$ cat src/udi_pkg.sv
// Shared constants, types and helpers for the data-in burst engine
package udi_pkg;

    ////////////////////////////////////////////////////////////////////////////
    // Clock, widths, synchroniser latency
    localparam int CLK_MHZ  = 125;
    localparam int DW       = 16;
    localparam int NMODE    = 3;
    localparam int SYNC_LAT = 3;

    ////////////////////////////////////////////////////////////////////////////
    // Timing figures in ns, per transfer mode where they vary
    localparam int T_CYC_NS [NMODE] = '{120, 80, 60};
    localparam int T_DVS_NS [NMODE] = '{70, 48, 34};
    localparam int T_DVH_NS [NMODE] = '{10, 10, 10};
    localparam int T_ZIORDY_NS = 20;
    localparam int T_ZAD_NS    = 5;
    localparam int T_SS_NS     = 50;
    localparam int T_FS_NS     = 230;
    localparam int T_RFS_NS    = 75;
    localparam int T_LI_NS     = 100;
    localparam int T_IORDYZ_NS = 30;

    ////////////////////////////////////////////////////////////////////////////
    // Link checksum
    localparam logic [DW-1:0] CRC_SEED = 16'h4abb;
    localparam logic [DW-1:0] CRC_POLY = 16'h1021;

    ////////////////////////////////////////////////////////////////////////////
    // Types
    typedef struct packed {
        logic          dmack_n;
        logic          stop;
        logic          hdmardy_n;
        logic [DW-1:0] dd;
    } udi_host_s;

    localparam udi_host_s HOST_IDLE = '{dmack_n: 1'b1, stop: 1'b0, hdmardy_n: 1'b1, dd: '0};

    typedef enum logic [3:0] {
        S_IDLE, S_REQ, S_ZIORDY, S_ENV, S_ZAD, S_XFER, S_DTERM, S_WSTOP, S_WACK
    } udi_state_e;

    ////////////////////////////////////////////////////////////////////////////
    // Helpers
    function automatic int ns_min_cyc(input int ns);
        int c;
        c = (ns * CLK_MHZ + 999) / 1000;
        return (c < 1) ? 1 : c;
    endfunction

    function automatic int ns_max_cyc(input int ns);
        int c;
        c = (ns * CLK_MHZ) / 1000;
        return (c < 1) ? 1 : c;
    endfunction

    function automatic logic [DW-1:0] crc_next(input logic [DW-1:0] c, input logic [DW-1:0] d);
        logic [DW-1:0] r;
        logic          fb;
        r = c;
        for (int i = DW - 1; i >= 0; i--) begin
            fb = r[DW-1] ^ d[i];
            r  = {r[DW-2:0], 1'b0} ^ (fb ? CRC_POLY : '0);
        end
        return r;
    endfunction

endpackage

$ cat src/udi_sync.sv
// Two-stage synchroniser bank for the host-driven pins
`timescale 1ns/100ps
`default_nettype none
module udi_sync #(
    parameter int           W       = 1,
    parameter logic [W-1:0] RST_VAL = '0
) (
    // System
    input  wire logic         clk_i,
    input  wire logic         rst_n_i,
    // Data
    input  wire logic [W-1:0] d_i,
    output logic      [W-1:0] q_o
);
    logic [W-1:0] meta_r;

    // First stage feeds the second only
    always_ff @(posedge clk_i or negedge rst_n_i) begin
        if (!rst_n_i) begin
            meta_r <= RST_VAL;
            q_o    <= RST_VAL;
        end else begin
            meta_r <= d_i;
            q_o    <= meta_r;
        end
    end
endmodule // udi_sync
`default_nettype wire

$ cat src/udi_burst.sv
// Data-in burst engine, device end of the parallel host port
// Notes on behaviour
// - Device raises DMARQ to start; keeps it until first strobe fall.
// - Device drives strobe t_ZIORDY after DMACK, until DMACK negates.
// - Device drives data no sooner than t_ZAD after host is ready.
// - First strobe fall within t_FS of host ready, t_DVS after data.
// - Both strobe edges latch words; setup t_DVS, spacing t_CYC.
// - Data held t_DVH after each edge; repeat until done or paused.
// - Device pauses only after one word, by withholding strobe edges.
// - Host pause by HDMARDY; device stops edges within t_RFS.
// - Device ends: no edges, DMARQ low after t_SS, bus freed.
// - Host ends via HDMARDY then STOP; device drops DMARQ within t_LI.
// - In termination a low strobe is raised within t_LI, no data.
// - Device captures host CRC as DMACK negates, keeps first miscompare.
// - Device releases strobe within t_IORDYZ after DMACK negates.
// - A CRC miscompare is reported as an error at command end.
// - Receiver takes at least two words on entry or resume.
`timescale 1ns/100ps
`default_nettype none
module udi_burst
    import udi_pkg::*;
#(
    parameter int TW = 8
) (
    // System
    input  wire logic          CLK_SYS_I,
    input  wire logic          RSTN_I,
    // Link from host
    input  wire logic          DMACK_N_I,
    input  wire logic          STOP_I,
    input  wire logic          HDMARDY_N_I,
    input  wire logic [DW-1:0] DD_I,
    // Link to host
    output logic               DMARQ_O,
    output logic               DSTROBE_O,
    output logic               DSTROBE_OE_O,
    output logic      [DW-1:0] DD_O,
    output logic               DD_OE_O,
    // Word source
    input  wire logic [1:0]    MODE_I,
    input  wire logic          XFER_REQ_I,
    input  wire logic          TERM_REQ_I,
    input  wire logic          WORD_VALID_I,
    input  wire logic [DW-1:0] WORD_I,
    output logic               WORD_ACK_O,
    // Command status
    input  wire logic          CMD_START_I,
    input  wire logic          CMD_END_I,
    output logic               CRC_ERR_O,
    output logic               BURST_O
);

    ////////////////////////////////////////////////////////////////////////////
    // Cycle counts
    // fixed counts
    localparam logic [TW-1:0] ZIORDY_C = TW'(ns_min_cyc(T_ZIORDY_NS));
    localparam logic [TW-1:0] ZAD_C    = TW'(ns_min_cyc(T_ZAD_NS));
    localparam logic [TW-1:0] SS_C     = TW'(ns_min_cyc(T_SS_NS));

    // Reaction paths run through the synchroniser, so they must fit the limits
    if (SYNC_LAT > ns_max_cyc(T_RFS_NS) || SYNC_LAT > ns_max_cyc(T_LI_NS)
        || SYNC_LAT > ns_max_cyc(T_IORDYZ_NS)) begin : g_chk_lat
        $error("Synchroniser latency exceeds a reaction limit");
    end
    for (genvar m = 0; m < NMODE; m++) begin : g_chk_mode
        if (SYNC_LAT + ns_min_cyc(T_ZAD_NS) + ns_min_cyc(T_DVS_NS[m])
            > ns_max_cyc(T_FS_NS)) begin : g_fs
            $error("First strobe cannot meet its deadline");
        end
        if (ns_min_cyc(T_CYC_NS[m]) >= 2 ** TW || ns_min_cyc(T_SS_NS) >= 2 ** TW) begin : g_tw
            $error("Timer width too small");
        end
    end

    function automatic int mode_idx(input logic [1:0] m);
        return (int'(m) >= NMODE) ? NMODE - 1 : int'(m);
    endfunction

    function automatic logic [TW-1:0] sat_inc(input logic [TW-1:0] v);
        return (&v) ? v : v + 1'b1;
    endfunction

    ////////////////////////////////////////////////////////////////////////////
    // Pin synchronisers
    udi_host_s     pins_a;
    udi_host_s     pins_s;
    logic          dmack_d_r;
    logic          dmack_rise;
    udi_state_e    st_r;
    logic [TW-1:0] tmr_r;
    logic [TW-1:0] cnt_edge_r;
    logic [TW-1:0] cnt_data_r;
    logic [TW-1:0] cyc_c_r;
    logic [TW-1:0] dvs_c_r;
    logic [TW-1:0] dvh_c_r;
    logic          hold_r;
    logic          first_r;
    logic [DW-1:0] crc_r;
    logic          err_r;
    logic          miss;
    logic          in_burst;

    assign pins_a = {DMACK_N_I, STOP_I, HDMARDY_N_I, DD_I};

    udi_sync #(
        .W       ($bits(udi_host_s)),
        .RST_VAL (HOST_IDLE)
    ) u_sync (
        .clk_i   (CLK_SYS_I),
        .rst_n_i (RSTN_I),
        .d_i     (pins_a),
        .q_o     (pins_s)
    );

    always_ff @(posedge CLK_SYS_I or negedge RSTN_I) begin
        if (!RSTN_I) begin
            dmack_d_r <= 1'b1;
        end else begin
            dmack_d_r <= pins_s.dmack_n;
        end
    end

    assign dmack_rise = pins_s.dmack_n & ~dmack_d_r;
    assign in_burst   = (st_r != S_IDLE) && (st_r != S_REQ);

    ////////////////////////////////////////////////////////////////////////////
    // Mode timing, latched per burst
    always_ff @(posedge CLK_SYS_I or negedge RSTN_I) begin
        if (!RSTN_I) begin
            cyc_c_r <= '1;
            dvs_c_r <= '1;
            dvh_c_r <= '1;
        end else if (st_r == S_IDLE) begin
            cyc_c_r <= TW'(ns_min_cyc(T_CYC_NS[mode_idx(MODE_I)]));
            dvs_c_r <= TW'(ns_min_cyc(T_DVS_NS[mode_idx(MODE_I)]));
            dvh_c_r <= TW'(ns_min_cyc(T_DVH_NS[mode_idx(MODE_I)]));
        end
    end

    ////////////////////////////////////////////////////////////////////////////
    // Burst sequencer
    always_ff @(posedge CLK_SYS_I or negedge RSTN_I) begin
        if (!RSTN_I) begin
            st_r         <= S_IDLE;
            tmr_r        <= '0;
            cnt_edge_r   <= '1;
            cnt_data_r   <= '0;
            hold_r       <= 1'b0;
            first_r      <= 1'b0;
            DMARQ_O      <= 1'b0;
            DSTROBE_O    <= 1'b1;
            DSTROBE_OE_O <= 1'b0;
            DD_O         <= '0;
            DD_OE_O      <= 1'b0;
            WORD_ACK_O   <= 1'b0;
        end else begin
            tmr_r      <= sat_inc(tmr_r);
            cnt_edge_r <= sat_inc(cnt_edge_r);
            cnt_data_r <= sat_inc(cnt_data_r);
            WORD_ACK_O <= 1'b0;
            if (dmack_rise && in_burst) begin
                DSTROBE_OE_O <= 1'b0;
                DD_OE_O      <= 1'b0;
                DMARQ_O      <= 1'b0;
                hold_r       <= 1'b0;
                st_r         <= S_IDLE;
            end else begin
                unique case (st_r)
                    S_IDLE: begin
                        DSTROBE_O  <= 1'b1;
                        cnt_edge_r <= '1;
                        first_r    <= 1'b0;
                        // request only with a word ready
                        if (XFER_REQ_I && WORD_VALID_I && pins_s.dmack_n) begin
                            DMARQ_O <= 1'b1;
                            st_r    <= S_REQ;
                        end
                    end
                    S_REQ: begin
                        tmr_r <= '0;
                        if (!pins_s.dmack_n) begin
                            st_r <= S_ZIORDY;
                        end
                    end
                    S_ZIORDY: begin
                        if (tmr_r >= ZIORDY_C) begin
                            DSTROBE_OE_O <= 1'b1;
                            st_r         <= S_ENV;
                        end
                    end
                    S_ENV: begin
                        tmr_r <= '0;
                        if (!pins_s.stop && !pins_s.hdmardy_n) begin
                            st_r <= S_ZAD;
                        end
                    end
                    S_ZAD: begin
                        if (tmr_r >= ZAD_C) begin
                            DD_OE_O    <= 1'b1;
                            DD_O       <= WORD_I;
                            hold_r     <= 1'b1;
                            cnt_data_r <= '0;
                            st_r       <= S_XFER;
                        end
                    end
                    S_XFER: begin
                        if (pins_s.stop) begin
                            DMARQ_O   <= 1'b0;
                            DD_OE_O   <= 1'b0;
                            hold_r    <= 1'b0;
                            DSTROBE_O <= 1'b1;
                            st_r      <= S_WACK;
                        end else if (TERM_REQ_I && !hold_r && first_r) begin
                            tmr_r <= '0;
                            st_r  <= S_DTERM;
                        end else if (hold_r) begin
                            if (cnt_data_r >= dvs_c_r && cnt_edge_r >= cyc_c_r
                                && !pins_s.hdmardy_n) begin
                                DSTROBE_O  <= ~DSTROBE_O;
                                cnt_edge_r <= '0;
                                hold_r     <= 1'b0;
                                first_r    <= 1'b1;
                                WORD_ACK_O <= 1'b1;
                            end
                        end else if (WORD_VALID_I && !WORD_ACK_O && cnt_edge_r >= dvh_c_r) begin
                            DD_O       <= WORD_I;
                            hold_r     <= 1'b1;
                            cnt_data_r <= '0;
                        end
                    end
                    S_DTERM: begin
                        // DMARQ drops t_SS after last edge, or on STOP if that comes first
                        if (pins_s.stop || cnt_edge_r >= SS_C) begin
                            DMARQ_O <= 1'b0;
                            DD_OE_O <= 1'b0;
                            st_r    <= S_WSTOP;
                        end
                    end
                    S_WSTOP: begin
                        if (pins_s.stop) begin
                            DSTROBE_O <= 1'b1;
                            st_r      <= S_WACK;
                        end
                    end
                    S_WACK: begin
                    end
                endcase
            end
        end
    end

    ////////////////////////////////////////////////////////////////////////////
    // Checksum over delivered words
    always_ff @(posedge CLK_SYS_I or negedge RSTN_I) begin
        if (!RSTN_I) begin
            crc_r <= CRC_SEED;
        end else if (st_r == S_IDLE) begin
            crc_r <= CRC_SEED;
        end else if (WORD_ACK_O) begin
            crc_r <= crc_next(crc_r, DD_O);
        end
    end

    ////////////////////////////////////////////////////////////////////////////
    // Miscompare tracking and report
    // host CRC valid as DMACK negates
    assign miss = dmack_rise && in_burst && (pins_s.dd != crc_r);

    always_ff @(posedge CLK_SYS_I or negedge RSTN_I) begin
        if (!RSTN_I) begin
            err_r     <= 1'b0;
            CRC_ERR_O <= 1'b0;
            BURST_O   <= 1'b0;
        end else begin
            BURST_O <= !pins_s.dmack_n;
            // first miscompare kept, set beats clear
            if (miss) begin
                err_r <= 1'b1;
            end else if (CMD_START_I) begin
                err_r <= 1'b0;
            end
            if (CMD_END_I) begin
                CRC_ERR_O <= err_r | miss;
            end else if (CMD_START_I) begin
                CRC_ERR_O <= 1'b0;
            end
        end
    end
endmodule // udi_burst
`default_nettype wire

$ cat config.mk
export PLATFORM = sky130hd
export DESIGN_NAME = udi_burst
export DESIGN_NICKNAME = d
export VERILOG_FILES = /design/src/udi_pkg.sv /design/src/udi_sync.sv /design/src/udi_burst.sv
export SDC_FILE = /design/constraint.sdc
export NUM_CORES = 1
export LEC_CHECK = 0
export BUFFER_PORTS_ARGS = -buffer_cell sky130_fd_sc_hd__buf_4
export CAP_MARGIN = 20
export CORE_MARGIN = 1
export CORE_UTILIZATION = 23
export DETAILED_ROUTE_END_ITERATION = 16
export PLACE_DENSITY = 0.47
export SYNTH_ARGS = -nofsm -noshare
export SYNTH_HDL_FRONTEND = slang
export SYNTH_HIERARCHICAL = 1
export SYNTH_SLANG_ARGS = --single-unit
$ cat constraint.sdc
create_clock -name CLK_SYS_I -period 3.4 [get_ports CLK_SYS_I]
set_clock_uncertainty 0.15 [all_clocks]
set_input_delay 0.51 -clock CLK_SYS_I [delete_from_list [all_inputs] [get_ports CLK_SYS_I]]
set_output_delay 0.51 -clock CLK_SYS_I [all_outputs]
set_load 0.03 [all_outputs]
==> out/results.tsv, run 1 <==
metric	value	unit
global-route wire length before repair	22.8	mm
starting density of the core	23.7	%
worst min path class	primary input to async pin	
final slew viol count	0	
sequential area share after synthesis	50.7	%
Max VDD drop	0.548	mV
DRT iter0 DRCs	156	
failing checks	negative hold slack	
Fin. Hold Viols	11	
Layout fillers	2714	
clk root buf	clkbuf_16	
outcome	finished, violations left	
Ys Warns	6	
Final nets	716	
Worst Setup Start Kind	flop	
gr usage total	10.6	%
WP data arrival	3.01	ns
CTS resizes	0	
vias in the first global route	4325	
antenna cells	0	
Synth cell types	59	
relative slew slack	50.7	%
#FFs+latches synth	124	
register-to-register setup slack	0.54	ns
antenna-violating nets left	0	
Max Freq	0.350	GHz
placed inst area	7150	um2
Die H	166	um
dpl hpwl	9.62	mm
critical path endpoint	DD_O[15]	
Die Wd	166	um
Clock Pin Slew Worst Setup and Hold Paths	0.06	ns
final WL	13.6	mm
Post-synth EDFFs	0	
initial antenna violation count	0	
RePlAce Congestion	0.755	
num rows	59	
Mapped Cells	562	
fraction of layout cells with a size suffix above 1	24.9	%
Clock Sink Count	124	
Longest Clk Path Bufs	2	
Netlist Area Pre-Place	6220	um2
Pleak	0.00339	uW
Critical path origin	dvh_c_r[6]	
commonest non-fill, non-tap cell in the layout	dfrtp_1	
die footprint	27700	um2
post-layout minimum cycle time	2.86	ns
average footprint of a synthesized cell	11.1	um2
leading cell types in the layout, fill and taps excluded	dfrtp_1 (86), buf_4 (77), nand2_1 (44)	
wire per inst	13.8	um
CP max FO	24	
H-Tree Depth	4	
crit path capture type	flop	
hold_ws	-0.0119	ns
number of max-cap violations	0	
DRC errors left	0	
1st-pass router iterations	4	
pwr dens	1060	nW/um2
Worst Path Required	3.55	ns
gr ovfl total	0	
R2R Path Start	dvh_c_r[6]	
worst skew pair latency	0.42	ns
Syn-to-layout area delta	25.0	%
final instance area	7770	um2
RSZ-0062 raised after global routing	no	
Post-synth top flop	dfrtp_1	
final design utilization	29.6	%
Vias/cell	4.22	
setup TNS	0	ns
r2r endpoint	DD_O[15]	
CP Class	flop to flop	
Hold Buf Count CTS	0	
# Post-CTS Setup Buffers	0	
DR vias	4175	
total chip power	8270	uW
R2R cell count	10	
I/O pin cnt	67	
CTS tree	done	
port bufs	66	
largest net degree at the start of global routing	58	
worst-margin pin slew	0.740	ns
total CTS buffers	17	
final setup vio count	0	
part of the cycle the worst path needs	84.1	%
core area	26300	um2
Post-synth ARST share	100	%
==> cell type report <==
type | count | area, um2 | share of cell area [%]
flip-flops and latches | 124 | 3150 | 40.6
inverters | 31 | 116 | 1.50
well taps | 335 | 419 | 5.40
repair buffers | 77 | 578 | 7.44
clock inverters | 13 | 165 | 2.13
clock buffers | 19 | 453 | 5.83
multi-input cells | 390 | 2890 | 37.1
==> Yosys cell counts (4+ instances only) <==
| library cell | instances | area share, % |
|---|---|---|
| inv_1 | 31 | 1.9 |
| dfstp_2 | 38 | 16 |
| xnor2_1 | 31 | 4.4 |
| a211oi_1 | 7 | 0.85 |
| o21ai_0 | 22 | 1.8 |
| clkbuf_1 | 13 | 0.79 |
| nand2_1 | 44 | 2.7 |
| xnor2_2 | 6 | 1.6 |
| nor2b_1 | 10 | 1.0 |
| buf_2 | 5 | 0.40 |
| mux2i_1 | 6 | 0.97 |
| and3_1 | 10 | 1.0 |
| nor4_1 | 6 | 0.60 |
| nand2b_1 | 6 | 0.60 |
| ha_1 | 31 | 6.2 |
| o21a_1 | 4 | 0.48 |
| mux2_1 | 17 | 3.1 |
| o21ai_1 | 17 | 1.4 |
| a21oi_1 | 26 | 2.1 |
| nor2_1 | 37 | 2.2 |
| xor2_1 | 34 | 4.8 |
| nand3_1 | 11 | 0.89 |
| nand4_1 | 7 | 0.70 |
| a31oi_1 | 6 | 0.60 |
| dfrtp_1 | 86 | 35 |
==> how the worst min path moves through the flow <==
stage                                 from                end  slack (ns)  depth (start not counted)
after floorplan                     RSTN_I            BURST_O        0.06                          0
after global placement    u_sync/meta_r[1]      u_sync/q_o[1]        0.18                          0
after detailed placement  u_sync/meta_r[0]      u_sync/q_o[0]        0.18                          0
after CTS                           RSTN_I  u_sync/meta_r[13]        0.01                          1
after global routing               DD_I[2]   u_sync/meta_r[2]        0.02                          1
final                               RSTN_I     u_sync/q_o[13]       -0.01                          1
==> cells by family (layout without fill, tap and decap cells) <==
family / count (synthesis) / count (layout) / synth area share (%)
adders and majority gates: 31 / 31 / 6.24
xor gates and xnor gates: 79 / 79 / 13.7
muxes: 24 / 24 / 4.23
AOI/OAI and AO/OA: 103 / 103 / 9.98
buffers and inverters: 50 / 140 / 3.12
and+or+nand+nor: 150 / 150 / 12.0
other: 1 / 3 / 0.0603
DFF: 124 / 124 / 50.7
==> registers in the layout, summed over array words and instances (netlist names), 3 cells and up <==
register / cells
cnt_data_r: 8
crc_r: 16
tmr_r: 8
dvs_c_r: 6
st_r: 4
cyc_c_r: 6
dvh_c_r: 3
u_sync/q_o: 19
DD_O: 16
cnt_edge_r: 8
u_sync/meta_r: 19
==> power by group <==
part	leakage, uW	total [uW]	switching, uW	internal [uW]
Combinational	0.00164	4030	2110	1920
Clock	0.000292	1900	704	1190
Sequential	0.00146	2340	443	1900
Total	0.00339	8270	3260	5010
==> per-stage QoR <==
stage	std cells	hold slack, ns	worst slack, ns
after global routing	989	0.0165	0.423
final	989	-0.0119	0.541
after floorplan	564	0.0644	0.836
after CTS	989	0.0113	0.568
after detailed placement	957	0.185	0.581
after global placement	957	0.183	0.652
==> critical path: stages (launching register included) <==
cell	delay, ns
dfstp_2	0.51
inv_1	0.12
ha_1	0.32
a21oi_1	0.16
nor2b_1	0.06
a2111oi_0	0.34
o21ai_1	0.16
a21oi_1	0.26
nor3_4	0.06
buf_4	0.25
mux2_1	0.35
==> metal layers <==
| layer | share of wire [%] | up-vias | wire [um] | track usage [%] |
|---|---|---|---|---|
| li1 | - | 2088 | - | - |
| met1 | 47 | 1982 | 6460 | 13.5 |
| met2 | 47 | 83 | 6420 | 16.8 |
| met3 | 3.0 | 22 | 408 | 2.57 |
| met4 | 2.5 | 0 | 338 | 5.43 |
| met5 | 0 | - | 0 | 0 |
Power figures use the tool's default switching activity.
==> run 2, diff against run 1 <==
--- a/config.mk
+++ b/config.mk
@@ -5,6 +5,7 @@
 export SDC_FILE = /design/constraint.sdc
 export NUM_CORES = 1
 export LEC_CHECK = 0
+export ABC_AREA = 1
 export BUFFER_PORTS_ARGS = -buffer_cell sky130_fd_sc_hd__buf_4
 export CAP_MARGIN = 20
 export CORE_MARGIN = 1
==> constraint.sdc (replaced) <==
create_clock -name CLK_SYS_I -period 2.8 [get_ports CLK_SYS_I]
set_clock_uncertainty 0.15 [all_clocks]
set_input_delay 0.42 -clock CLK_SYS_I [delete_from_list [all_inputs] [get_ports CLK_SYS_I]]
set_output_delay 0.42 -clock CLK_SYS_I [all_outputs]
set_load 0.03 [all_outputs]
==> run 2 against run 1 <==
The run now ends clean. Final area grew 8.3%. Flip-flop and latch count is the same. Clock power grew 22%. Routed wire length grew 21%. Sequential share of layout area shrank 3.1 points. Synthesized cell count grew 42%. Maximum frequency grew 16%. Utilization grew 0.55 points. Largest power group unchanged.
==> out/results.tsv, run 2 <==
metric	value	unit	change
multi-input combinational cell area	2960	um2	+2.4%
core area	27900	um2	+6.3%
die footprint	29200	um2	+5.6%
worst skew pair latency	0.43	ns	about the same
antenna cells	0		unchanged
# Post-CTS Setup Buffers	0		unchanged
Worst Path Required	3.00	ns	-0.55 ns
setup TNS	0	ns	unchanged
Synth cell types	40		-32%
gr ovfl total	0		unchanged
num rows	61		+3.4%
Worst path max stage delay	0.51	ns	about the same
vias in the first global route	5274		+22%
DRT iter0 DRCs	225		+44%
Synth top cells by count	nand2_1 (226), inv_1 (108), dfrtp_1 (86)		
final setup vio count	0		unchanged
total CTS buffers	17		unchanged
Fin. Hold Viols	0		-11
PnR worst setup slack	0.331	ns	-0.210 ns
register-to-register setup slack	0.33	ns	-0.21 ns
Pleak	0.00413	uW	+22%
DR vias	5354		+28%
Worst Setup Start Kind	flop		
Die H	171	um	+2.8%
global-route wire length before repair	27.3	mm	+20%
CP cell instances	inv_1 > ha_1 > nand2_1 > nor2_1 > nand4_1 > nand3_1 > nand2_1 > nor2_1 > nand3_2 > nand2_1 > nand2_1		
average footprint of a synthesized cell	8.25	um2	-25%
most frequent cell after synthesis	nand2_1		
starting density of the core	23.5	%	-0.14 points
Final nets	978		+37%
commonest non-fill, non-tap cell in the layout	nand2_1		
RSZ-0062 raised after global routing	no		
clk root buf	clkbuf_16		
part of the cycle the worst path needs	88.2	%	+4.1 points
top cells by area, synth	dfrtp_1 (33%), dfstp_2 (15%), nand2_1 (13%)		
Post-synth EDFFs	0		unchanged
port bufs	66		unchanged
Syn-to-layout area delta	28.0	%	
CP most frequent cell	nand2_1		
antenna-violating nets left	0		unchanged
worst-margin pin slew	0.739	ns	-0.000857 ns
Die Wd	171	um	+2.8%
Ys Warns	6		unchanged
number of max-cap violations	0		unchanged
Max VDD drop	0.470	mV	-14%
crit path capture type	flop		
#FFs+latches synth	124		unchanged
dpl hpwl	12.5	mm	+30%
Post-Place Worst Slack	0.159	ns	-0.422 ns
Clock Sink Count	124		unchanged
CTS tree	done		
Layout fillers	3019		+11%
fraction of layout cells with a size suffix above 1	17.6	%	-7.3 points
1st-pass router iterations	4		unchanged
Vias/cell	4.14		-2.0%
RePlAce Congestion	0.889		+18%
Mapped Cells	796		+42%
H-Tree Depth	4		unchanged
leading cell types in the layout, fill and taps excluded	nand2_1 (226), inv_1 (108), dfrtp_1 (86)		
initial antenna violation count	0		unchanged
sequential area share after synthesis	48.0	%	-2.7 points
outcome	finished, final reports clean		
largest net degree at the start of global routing	44		-24%
relative slew slack	50.6	%	-0.10 points
WP data arrival	2.67	ns	-0.34 ns
top flop regs	u_sync/meta_r: 19 flops, u_sync/q_o: 19 flops		
Reg area	3150	um2	unchanged
Clock Pin Slew Worst Setup and Hold Paths	0.06	ns	about the same
post-layout minimum cycle time	2.47	ns	-0.390 ns
Max Freq	0.405	GHz	+16%
Yosys top cell area share	32.8	%	-1.9 points
CP Class	flop to flop		
Crit-path slowest cell	dfstp_2		
I/O pin cnt	67		unchanged
DRC errors left	0		unchanged
Longest Clk Path Bufs	2		unchanged
gr usage total	12.2	%	+1.6 points
final WL	16.5	mm	+21%
final slew viol count	0		unchanged
Post-synth top flop	dfrtp_1		
pwr dens	1050	nW/um2	-1.3%
top cell type by total area after synthesis	dfrtp_1		
wire per inst	12.7	um	-7.7%
Netlist Area Pre-Place	6570	um2	+5.7%
Post-synth ARST share	100	%	unchanged
CP max FO	9		-63%
worst min path class	primary input to flop		
[run 2: changes by cell type after synthesis, moves of 16 or more]
| cell | change |
|---|---|
| nor2_1 | +26 |
| mux2_1 | -17 |
| o21ai_1 | -16 |
| nand3_1 | +52 |
| nand2_1 | +182 |
| inv_1 | +77 |
[run 2: where the power goes]
group / switching [uW] / total [uW] / internal (uW) / leakage, uW
sequential: 454 / 2720 / 2260 / 0.00147
combinational: 2400 / 3800 / 1400 / 0.00236
clock: 863 / 2310 / 1450 / 0.000297
total: 3720 / 8840 / 5120 / 0.00413
[run 2: final cells by class]
| class | instances | share of cell area (%) |
|---|---|---|
| flip-flops and latches | 124 | 37.5 |
| multi-input cells | 552 | 35.1 |
| repair buffers | 95 | 9.37 |
| well taps | 378 | 5.62 |
| clock buffers | 19 | 5.39 |
| inverters | 113 | 5.04 |
| clock inverters | 13 | 1.96 |
[run 2: path summary, 6_finish.rpt]
kind,startpoint,endpoint,cells after the start
worst max-delay path,dvh_c_r[6],cnt_edge_r[1],11
worst min-delay path,MODE_I[1],cyc_c_r[1],2
worst max register to register,dvh_c_r[6],cnt_edge_r[1],11
worst min register to register,u_sync/meta_r[17],u_sync/q_o[17],0
max in group asynchronous,RSTN_I,DSTROBE_O,3
min in group asynchronous,RSTN_I,u_sync/q_o[11],2
[run 2: repair_timing]
| action | in CTS | in global routing |
|---|---|---|
| endpoints found under the hold margin | 53 | 0 |
| setup endpoints to repair | 0 | 8 |
| gates resized for setup | 0 | 1 |
| hold buffers | 20 | 0 |
[run 2: cells by family after synthesis]
kind of cell / after synthesis / share of synthesized area (%)
DFF: 124 / 48.0
other: 1 / 0.0571
xor gates and xnor gates: 49 / 6.53
muxes: 2 / 0.324
adders and majority gates: 31 / 5.91
and+or+nand+nor: 401 / 26.4
buffers and inverters: 122 / 7.22
AOI/OAI and AO/OA: 66 / 5.58
[run 2: critical path: cells and delay by family (launching register included)]
family                     cells  cell delay [ns]
adders and majority gates      1             0.38
DFF                            1             0.51
buffers and inverters          1             0.13
and+or+nand+nor                9             1.22
[run 2: stage by stage]
stage | cell area (um2) | total power [uW] | util [%] | hold slack [ns] | cells
after floorplan | 6580 | 5430 | - | -0.0256 | 798
after detailed placement | 7590 | 6550 | 27.2 | 0.185 | 1242
final | 8410 | 8840 | 30.1 | 0.0343 | 1294
after global placement | 7590 | 6540 | 27.2 | 0.183 | 1242
after CTS | 8400 | 8950 | 30.1 | 0.0119 | 1294
after global routing | 8410 | 9650 | 30.1 | 0.0296 | 1294
[run 2: routing by layer]
| metal | GRT usage, % | vias up | share of wire, % |
|---|---|---|---|
| li1 | - | 2768 | - |
| met1 | 15.7 | 2455 | 47 |
| met2 | 19.6 | 104 | 46 |
| met3 | 2.41 | 27 | 3.8 |
| met4 | 5.94 | 0 | 2.7 |
| met5 | 0 | - | 0 |
